### config.mk
export PLATFORM = sky130hd
export DESIGN_NAME = dcf_channel
export DESIGN_NICKNAME = d
export VERILOG_FILES = /design/src/dcf_pkg.sv /design/src/dcf_channel.sv /design/src/dcf_ptr_sync.sv
export VERILOG_INCLUDE_DIRS = /design/src
export SDC_FILE = /design/constraint.sdc
export NUM_CORES = 2
export LEC_CHECK = 0
export BUFFER_PORTS_ARGS = -buffer_cell sky130_fd_sc_hd__buf_2
export CAP_MARGIN = 25
export CORE_MARGIN = 2
export CORE_UTILIZATION = 45
export CTS_BUF_LIST = sky130_fd_sc_hd__clkbuf_16
export DETAILED_ROUTE_END_ITERATION = 12
export SYNTH_ARGS = -nofsm -noshare
export SYNTH_HDL_FRONTEND = slang
export SYNTH_MEMORY_MAX_BITS = 65536
export SYNTH_SLANG_ARGS = --single-unit
### constraint.sdc
create_clock -name clock -period 16.39 [get_ports clock]
set_clock_uncertainty 0.1 [all_clocks]
set_input_delay 0.8195 -clock clock [delete_from_list [all_inputs] [get_ports clock]]
set_output_delay 0.8195 -clock clock [all_outputs]
set_load 0.02 [all_outputs]
### src/dcf_regs.svh
// offsets, field positions, reset values and counts of the fifo channel
`ifndef DCF_REGS_SVH
`define DCF_REGS_SVH

// -----------------------------------------------------------------
// geometry
// -----------------------------------------------------------------
`define DCF_DATA_W 18
`define DCF_DEPTH 256
`define DCF_OFS_W 12

// -----------------------------------------------------------------
// default threshold offsets by capacity option
// -----------------------------------------------------------------
`define DCF_OFS_DEF_256 12'h01f
`define DCF_OFS_DEF_512 12'h03f
`define DCF_OFS_DEF_BIG 12'h07f

// -----------------------------------------------------------------
// reset values and pointer crossing
// -----------------------------------------------------------------
`define DCF_DOUT_RST 18'h00000
`define DCF_OFS_SEL_EMPTY 1'b0
`define DCF_OFS_SEL_FULL 1'b1
`define DCF_SYNC_STAGES 2

`endif

### src/dcf_pkg.sv
// types shared by the fifo channel files
package dcf_pkg;

    // -----------------------------------------------------------------
    // timing mode chosen by the straps
    // -----------------------------------------------------------------
    typedef enum logic {
        dcf_mode_std = 1'b0,
        dcf_mode_fall_through_mode = 1'b1
    } dcf_mode_type;

endpackage : dcf_pkg

### src/dcf_channel.sv
// one fifo channel with standard and fall-through timing and offset flags
`include "dcf_regs.svh"

// Overview of operation
// - write enable low and not full stores din at next location.
// - standard mode full_n low while full, high again after a read.
// - full_n goes low after depth writes with no reads.
// - a full memory ignores write enable in both modes.
// - fall-through in_ready_n high once memory plus output hold depth plus one.
// - read enable low and not empty moves next word to output register.
// - standard mode read enable high keeps the output register and dout_bus unchanged.
// - empty_n low after last read, ignores reads while empty, high after write.
// - fall-through first word reaches outputs on third read edge after write.
// - out_ready_n low with first word, high only on a true read.
// - output enable low drives output register, high floats the bus.
// - load and write low alternately load empty then full offset.
// - raising load keeps the write offset pointer for the next load.
// - load low with write enable high changes nothing.
// - load and read low present next offset with own read pointer.
// - offset readback only in standard mode, blocked in fall-through.
// - almost_full_n low at depth minus m, or depth plus one minus m.
// - async almost-full uses true count, sync uses write view only.
// - almost_empty_n low at count up to n, or n plus one.
// - async almost-empty uses true count, sync uses read view only.
// - reset clears pointers and output, loads default offsets and flags.
// - default offsets are 31, 63 or 127 by capacity.
// - three straps at reset pick timing, flag buffering and flag timing.
module dcf_channel #(
    parameter int DEPTH = `DCF_DEPTH,
    parameter int WIDTH = `DCF_DATA_W
) (
    // clock, reset and enable
    input wire logic clock,
    input wire logic rst,
    input wire logic ce,
    // configuration straps
    input wire logic first_load_n,
    input wire logic rd_chain_in_n,
    input wire logic wr_chain_in_n,
    // write side
    input wire logic wr_en_n,
    input wire logic offset_load_n,
    input wire logic [WIDTH-1:0] din,
    // read side
    input wire logic rd_en_n,
    input wire logic out_en_n,
    // data output
    output logic [WIDTH-1:0] dout_bus,
    output logic dout_oe_n,
    // status flags
    output logic full_n,
    output logic in_ready_n,
    output logic empty_n,
    output logic out_ready_n,
    output logic almost_full_n,
    output logic almost_empty_n,
    output dcf_pkg::dcf_mode_type timing_mode
);
    import dcf_pkg::*;

    localparam int AW = $clog2(DEPTH);
    localparam int OW = `DCF_OFS_W;
    localparam logic [AW:0] DEPTH_CNT = (AW + 1)'(DEPTH);

    // -----------------------------------------------------------------
    // helper functions
    // -----------------------------------------------------------------

    // default threshold for the capacity option
    function automatic logic [OW-1:0] def_ofs(input int depth);
        if (depth == 256) begin
            return `DCF_OFS_DEF_256;
        end else if (depth == 512) begin
            return `DCF_OFS_DEF_512;
        end
        return `DCF_OFS_DEF_BIG;
    endfunction : def_ofs

    localparam logic [OW-1:0] OFS_DEF = def_ofs(DEPTH);

    // words between two pointers
    function automatic logic [AW:0] span(input logic [AW:0] hi, input logic [AW:0] lo);
        return hi - lo;
    endfunction : span

    // words held, with the output register in fall-through
    function automatic logic [15:0] held(input logic [AW:0] cnt, input logic extra);
        return 16'(cnt) + 16'(extra);
    endfunction : held

    // -----------------------------------------------------------------
    // configuration captured at reset release
    // -----------------------------------------------------------------
    logic cfg_pending;
    logic dbl_flags;
    logic sync_flags;
    logic active;
    logic mode_fall_through_mode;

    // straps sampled on the first enabled edge after reset
    always_ff @(posedge clock or posedge rst) begin
        if (rst) begin
            cfg_pending <= 1'b1;
            timing_mode <= dcf_mode_std;
            dbl_flags <= 1'b0;
            sync_flags <= 1'b0;
        end else if (ce && cfg_pending) begin
            cfg_pending <= 1'b0;
            timing_mode <= mode_fall_through_mode ? dcf_mode_fall_through_mode : dcf_mode_std;
            dbl_flags <= rd_chain_in_n && !wr_chain_in_n;
            sync_flags <= first_load_n && !(rd_chain_in_n && wr_chain_in_n);
        end
    end

    assign active = !cfg_pending;

    // -----------------------------------------------------------------
    // pointers and their crossed views
    // -----------------------------------------------------------------
    logic [AW:0] wptr;
    logic [AW:0] rptr;
    logic [AW:0] wptr_r;
    logic [AW:0] rptr_w;
    logic [AW:0] next_wptr;
    logic [AW:0] next_rptr;
    logic out_valid;
    logic next_out_valid;
    logic fall_through_mode;

    // read view of the write pointer
    dcf_ptr_sync #(
        .PW(AW + 1)
    ) u_wptr_sync (
        .clock(clock),
        .rst(rst),
        .ce(ce),
        .bin_in(next_wptr),
        .bin_out(wptr_r)
    );

    // write view of the read pointer
    dcf_ptr_sync #(
        .PW(AW + 1)
    ) u_rptr_sync (
        .clock(clock),
        .rst(rst),
        .ce(ce),
        .bin_in(next_rptr),
        .bin_out(rptr_w)
    );

    // -----------------------------------------------------------------
    // access decode
    // -----------------------------------------------------------------
    logic [AW:0] wr_count;
    logic [AW:0] rd_count;
    logic wr_fifo;
    logic wr_ofs;
    logic rd_std;
    logic rd_ofs;
    logic consume;
    logic fall_through_mode_load;
    logic rd_mem;

    assign fall_through_mode = (timing_mode == dcf_mode_fall_through_mode);
    // strap decode on the capture edge so flags start in the new mode
    assign mode_fall_through_mode = cfg_pending ? (!rd_chain_in_n && wr_chain_in_n) : fall_through_mode;
    assign wr_count = span(wptr, rptr_w);
    assign rd_count = span(wptr_r, rptr);
    // fifo write only with load high and space left
    assign wr_fifo = active && !wr_en_n && offset_load_n && (wr_count != DEPTH_CNT);
    // offset write needs both load and write enable low
    assign wr_ofs = active && !wr_en_n && !offset_load_n;
    // standard read only when words are visible
    assign rd_std = active && !fall_through_mode && !rd_en_n && offset_load_n && (rd_count != '0);
    // offset readback blocked in fall-through
    assign rd_ofs = active && !fall_through_mode && !rd_en_n && !offset_load_n;
    assign consume = !rd_en_n && offset_load_n;
    // fall-through refills an empty or consumed output register
    assign fall_through_mode_load = active && fall_through_mode && (rd_count != '0) && (!out_valid || consume);
    assign rd_mem = rd_std || fall_through_mode_load;

    assign next_wptr = wptr + (AW + 1)'(wr_fifo);
    assign next_rptr = rptr + (AW + 1)'(rd_mem);

    // output register holds its word until a true read
    always_comb begin
        next_out_valid = out_valid;
        if (fall_through_mode_load) begin
            next_out_valid = 1'b1;
        end else if (active && fall_through_mode && consume) begin
            next_out_valid = 1'b0;
        end
    end

    // -----------------------------------------------------------------
    // storage
    // -----------------------------------------------------------------
    logic [WIDTH-1:0] mem [DEPTH];

    // words stored in order, independent of reads
    always_ff @(posedge clock) begin
        if (ce && wr_fifo) begin
            mem[wptr[AW-1:0]] <= din;
        end
    end

    // pointer advance
    always_ff @(posedge clock or posedge rst) begin
        if (rst) begin
            wptr <= '0;
            rptr <= '0;
            out_valid <= 1'b0;
        end else if (ce) begin
            wptr <= next_wptr;
            rptr <= next_rptr;
            out_valid <= next_out_valid;
        end
    end

    // -----------------------------------------------------------------
    // offset registers
    // -----------------------------------------------------------------
    logic [OW-1:0] empty_threshold_offset;
    logic [OW-1:0] full_threshold_offset;
    logic wr_ofs_sel;
    logic rd_ofs_sel;

    // alternating offset load, pointer kept across load high
    always_ff @(posedge clock or posedge rst) begin
        if (rst) begin
            empty_threshold_offset <= OFS_DEF;
            full_threshold_offset <= OFS_DEF;
            wr_ofs_sel <= `DCF_OFS_SEL_EMPTY;
        end else if (ce && wr_ofs) begin
            if (wr_ofs_sel == `DCF_OFS_SEL_EMPTY) begin
                empty_threshold_offset <= din[OW-1:0];
            end else begin
                full_threshold_offset <= din[OW-1:0];
            end
            wr_ofs_sel <= !wr_ofs_sel;
        end
    end

    // separate readback pointer
    always_ff @(posedge clock or posedge rst) begin
        if (rst) begin
            rd_ofs_sel <= `DCF_OFS_SEL_EMPTY;
        end else if (ce && rd_ofs) begin
            rd_ofs_sel <= !rd_ofs_sel;
        end
    end

    // -----------------------------------------------------------------
    // output register and bus enable
    // -----------------------------------------------------------------

    // loaded from memory or offset readback, else held
    always_ff @(posedge clock or posedge rst) begin
        if (rst) begin
            dout_bus <= `DCF_DOUT_RST;
        end else if (ce) begin
            if (rd_mem) begin
                dout_bus <= mem[rptr[AW-1:0]];
            end else if (rd_ofs) begin
                if (rd_ofs_sel == `DCF_OFS_SEL_EMPTY) begin
                    dout_bus <= {{(WIDTH - OW){1'b0}}, empty_threshold_offset};
                end else begin
                    dout_bus <= {{(WIDTH - OW){1'b0}}, full_threshold_offset};
                end
            end
        end
    end

    // bus drive enable follows output enable
    always_ff @(posedge clock or posedge rst) begin
        if (rst) begin
            dout_oe_n <= 1'b1;
        end else if (ce) begin
            dout_oe_n <= out_en_n;
        end
    end

    // -----------------------------------------------------------------
    // full and empty flags
    // -----------------------------------------------------------------
    logic [AW:0] next_wr_count;
    logic [AW:0] next_rd_count;
    logic [AW:0] next_true_count;
    logic next_full_n;
    logic next_empty_n;
    logic full_stage;
    logic empty_stage;

    assign next_wr_count = span(next_wptr, rptr_w);
    assign next_rd_count = span(wptr_r, next_rptr);
    assign next_true_count = span(next_wptr, next_rptr);
    assign next_full_n = (next_wr_count != DEPTH_CNT);
    assign next_empty_n = (next_rd_count != '0);

    // standard flags, with optional second buffer stage
    always_ff @(posedge clock or posedge rst) begin
        if (rst) begin
            full_stage <= 1'b1;
            empty_stage <= 1'b0;
            full_n <= 1'b1;
            empty_n <= 1'b0;
        end else if (ce) begin
            full_stage <= next_full_n;
            empty_stage <= next_empty_n;
            if (mode_fall_through_mode) begin
                full_n <= 1'b1;
                empty_n <= 1'b1;
            end else begin
                full_n <= dbl_flags ? full_stage : next_full_n;
                empty_n <= dbl_flags ? empty_stage : next_empty_n;
            end
        end
    end

    // fall-through ready flags
    always_ff @(posedge clock or posedge rst) begin
        if (rst) begin
            in_ready_n <= 1'b0;
            out_ready_n <= 1'b1;
        end else if (ce) begin
            if (mode_fall_through_mode) begin
                in_ready_n <= (next_wr_count == DEPTH_CNT);
                out_ready_n <= !next_out_valid;
            end else begin
                in_ready_n <= 1'b0;
                out_ready_n <= 1'b1;
            end
        end
    end

    // -----------------------------------------------------------------
    // programmable almost flags
    // -----------------------------------------------------------------
    logic [15:0] af_count;
    logic [15:0] ae_count;
    logic [15:0] af_limit;
    logic [15:0] ae_limit;

    // async config sees true count, sync config only its own side view
    assign af_count = held(sync_flags ? next_wr_count : next_true_count,
                           fall_through_mode && next_out_valid);
    assign ae_count = held(sync_flags ? next_rd_count : next_true_count,
                           fall_through_mode && next_out_valid);
    assign af_limit = 16'(DEPTH_CNT) + 16'(fall_through_mode) - 16'(full_threshold_offset);
    assign ae_limit = 16'(empty_threshold_offset) + 16'(fall_through_mode);

    always_ff @(posedge clock or posedge rst) begin
        if (rst) begin
            almost_full_n <= 1'b1;
            almost_empty_n <= 1'b0;
        end else if (ce) begin
            almost_full_n <= !(af_count >= af_limit);
            almost_empty_n <= !(ae_count <= ae_limit);
        end
    end

endmodule : dcf_channel

### src/dcf_ptr_sync.sv
// gray-coded two-stage pointer crossing with binary decode
module dcf_ptr_sync #(
    parameter int PW = 9
) (
    // clock and reset
    input wire logic clock,
    input wire logic rst,
    input wire logic ce,
    // pointer in and delayed view out
    input wire logic [PW-1:0] bin_in,
    output logic [PW-1:0] bin_out
);
    import dcf_pkg::*;

    logic [PW-1:0] gray_src;
    logic [PW-1:0] gray_s1;
    logic [PW-1:0] gray_s2;

    // gray encode so only one bit moves per step
    always_ff @(posedge clock or posedge rst) begin
        if (rst) begin
            gray_src <= '0;
        end else if (ce) begin
            gray_src <= bin_in ^ (bin_in >> 1);
        end
    end

    // two flops; first stage feeds only the second
    always_ff @(posedge clock or posedge rst) begin
        if (rst) begin
            gray_s1 <= '0;
            gray_s2 <= '0;
        end else if (ce) begin
            gray_s1 <= gray_src;
            gray_s2 <= gray_s1;
        end
    end

    // gray back to binary
    always_comb begin
        bin_out[PW-1] = gray_s2[PW-1];
        for (int i = PW - 2; i >= 0; i--) begin
            bin_out[i] = bin_out[i+1] ^ gray_s2[i];
        end
    end

endmodule : dcf_ptr_sync

==> results by group <==
Outcome
  • Outcome: completed

Worst setup path
  • Reg-to-Reg End: almost_empty_n
  • Worst EP arrival: 11.30 ns
  • Worst path required time: 17.17 ns
  • Critical path type: flip-flop to flip-flop
  • CP Launch Type: flip-flop
  • Largest fanout on the critical path: 15
  • Worst r2r src: u_rptr_sync.gray_s2[8]
  • Critical Path Max Stage Delay: 0.73 ns
  • Crit. End Element: flip-flop
  • Worst R2R Path Depth: 38
  • R2R setup slack: 5.87 ns
  • CP dominant cell by count: xor2_1
  • CP max stage cell: nor3_2

Global routing
  • Vias in the first global route: 88541
  • First-pass GRT wire length: 694000 um
  • Largest net degree at the start of global routing: 161
  • Total congestion overflow: 0
  • Gr usage total: 23.6%
  • Initial antenna violation count: 36

Logic synthesis
  • Avg Inst Size Synth: 23.3 um2
  • Flop and latch count out of synthesis: 4736
  • Top_reg_cell synth: edfxtp_1
  • Cells after Synth: 7940
  • Seq/Total Area, Yosys: 76.5%
  • Ys Warns: 0
  • Async SR Flop Fraction: 2.70%
  • Number of synthesized flops with an enable pin: 4608
  • Count leader, synth: edfxtp_1
  • Netlist cell types: 69
  • Post-synth top area share: 74.8%
  • Ranking of synthesized cells by area: edfxtp_1 (75%), mux4_2 (18%), dfrtp_1 (1.5%)
  • Post-synth top cells: edfxtp_1 (4608), mux4_2 (1482), nor2_1 (313)
  • Area leader, netlist: edfxtp_1
  • Post-Syn Area: 185000 um2
  • Post-Synthesis Net Count: 8039

Die
  • Initial core utilization: 45.2%
  • Die ar.: 416000 um2
  • Die W: 645 um
  • I/O Pins: 54
  • Die Y: 645 um
  • Row count: 235
  • Core Footprint: 410000 um2

Placed design
  • PortBufs: 53
  • HPWL Detailed: 288000 um
  • Routability cong.: 0.883

Hold path
  • Worst Hold End: wr_ofs_sel
  • Hold Path Origin: wr_en_n
  • Worst hold path class: input port to flip-flop
  • Hold Crit Depth: 3

Cells and area
  • Final net count: 8547
  • Layout cells sized above 1: 33.7%
  • Area grow syn2layout: 13.4%
  • Final core occ: 51.2%

Pwr
  • Switching portion of total power: 30.4%
  • Comb pwr share: 29.3%
  • Clock power frac: 30.6%
  • Sequential share of power: 40.1%
  • Final Total Pwr: 34.0 mW
  • P_sw: 10.3 mW
  • PD cells: 162 nW/um2
  • Maximum vdd drop: 0.144 mV
  • Pint: 23.7 mW
  • Static Leak: 65.5 nW

STA
  • Final setup viols: 0
  • Slew Viols, Final: 0
  • TNS Setup: 0 ns
  • Worst hold slack: 0.0769 ns
  • Final hold violation count: 0
  • Max Fclk: 95.1 MHz
  • RSZ-0062 raised after global routing: no
  • Final critical-path share of the clock period: 64.2%
  • Worst-margin pin slew: 1.23 ns
  • Fin crit period: 10.52 ns
  • Slew margin rel.: 18.3%

CTS
  • CTS Sinks: 4736
  • H-tree depth: 5
  • Max clock buf depth: 4
  • Worst skew pair latency: 1.00 ns
  • Root buffer cell: clkbuf_16
  • Post-CTS Setup Bufs: 0
  • Clock slew at reported path FFs: 0.07 ns
  • CTS tree: done
  • TritonCTS Buffers: 460

Drt
  • Avg WL per Cell: 34.6 um
  • Remaining DRCs: 0
  • Vias per inst: 6.18
  • DRT iter0 DRCs: 11649
  • Drt pass-1 iters: 6
  • Routed Antenna Nets: 0
  • Vias: 88346
  • Post-Route WL: 494000 um

Flow run
  • Maxcap violations: 0
routing by layer:
metal  routed length [um]  share of wire [%]  track usage [%]
met3                43200                8.7             4.33
met5                   71              0.014                0
met2               236000                 48             37.4
met1               200000                 40             34.0
met4                15300                3.1             6.70
worst max path at each step:
stage,end,cells past startpoint,start,slack [ns]
finish,almost_empty_n,38,u_rptr_sync.gray_s2[8],5.87
global route,almost_empty_n,38,u_rptr_sync.gray_s2[8],4.99
CTS,almost_empty_n,36,u_rptr_sync.gray_s2[8],5.77
detailed placement,almost_empty_n,36,u_rptr_sync.gray_s2[8],5.85
global placement,almost_empty_n,36,u_rptr_sync.gray_s2[8],5.85
floorplan,almost_full_n,34,u_rptr_sync.gray_s2[8],7.64
area by class of cell:
class	count	area (um2)
multi-input combinational	2729	42300
clock buffer	466	11700
tap	5451	6820
clock inverter	380	3200
sequential	4736	142000
antenna	13	32.5
inverter	51	211
timing repair buffer	470	3940
fill	31499	200000
through the flow:
| step | area (um2) | instances | setup WS (ns) |
|---|---|---|---|
| 3_3_place_gp | 194000 | 13407 | 5.85 |
| 5_1_grt | 210000 | 14286 | 4.99 |
| 4_1_cts | 210000 | 14273 | 5.77 |
| 6_report | 210000 | 14296 | 5.87 |
| 3_5_place_dp | 195000 | 13421 | 5.85 |
| 2_1_floorplan | 185000 | 7940 | 7.64 |
worst max-delay path, delay by kind of cell (launching register included):
kind	cells	cell delay, ns
and+or+nand+nor	9	1.93
DFF	1	0.44
adders and majority gates	7	2.43
buffers and inverters	1	0.14
xor gates and xnor gates	9	2.98
AOI/OAI and AO/OA	11	2.24
muxes	1	0.16
state kept, by name, indices dropped and copies added, names as in the netlist, 8 cells and up:
| signal | flops |
|---|---|
| mem | 4608 |
| u_wptr_sync.gray_src | 8 |
| u_wptr_sync.gray_s1 | 9 |
| u_rptr_sync.gray_s2 | 9 |
| wptr | 9 |
| rptr | 8 |
| u_rptr_sync.gray_s1 | 9 |
| u_wptr_sync.gray_s2 | 9 |
| dout_bus | 18 |
| full_threshold_offset | 12 |
| u_rptr_sync.gray_src | 9 |
| empty_threshold_offset | 12 |
power by group through the flow:
| stage | combinational [mW] | clock (mW) | sequential (mW) |
|---|---|---|---|
| finish | 9.97 | 10.4 | 13.6 |
| detailed placement | 9.99 | 0 | 13.9 |
| floorplan | 6.49 | 0 | 13.8 |
| global route | 10.4 | 11.1 | 13.6 |
| global placement | 9.95 | 0 | 13.9 |
| CTS | 10.0 | 10.6 | 13.6 |
cells in the final DEF (no fill, tap or decap), types with 19 or more instances in the layout:
cell type,instances
a31oi_1,28
clkinv_2,89
mux4_2,1482
inv_1,126
nor2_1,70
a21oi_1,55
nor2_4,19
bufinv_16,48
xor2_1,42
nor2_2,224
nand3_1,37
clkinv_1,119
dfrtp_1,104
nor3_1,30
mux2i_1,55
edfxtp_1,4608
mux2_2,67
o21ai_0,37
nand2_1,206
clkbuf_16,466
a211oi_1,23
buf_4,383
nor2b_1,25
buf_2,34
xnor2_1,79
ha_1,68
what timing repair did:
item                      in CTS  in global routing
hold endpoints to repair      70                  0
hold buffers                   6                  0
gates resized for setup        0                  0
cell families after synthesis:
group / count (synthesis) / synth area share, %
compound gates: 225 / 0.822
xor+xnor: 126 / 0.624
fa+ha+maj: 73 / 0.504
buf+inv: 475 / 1.14
flops: 4736 / 76.5
mux: 1604 / 18.7
simple gates: 701 / 1.63
(Power assumes the default switching activity.)
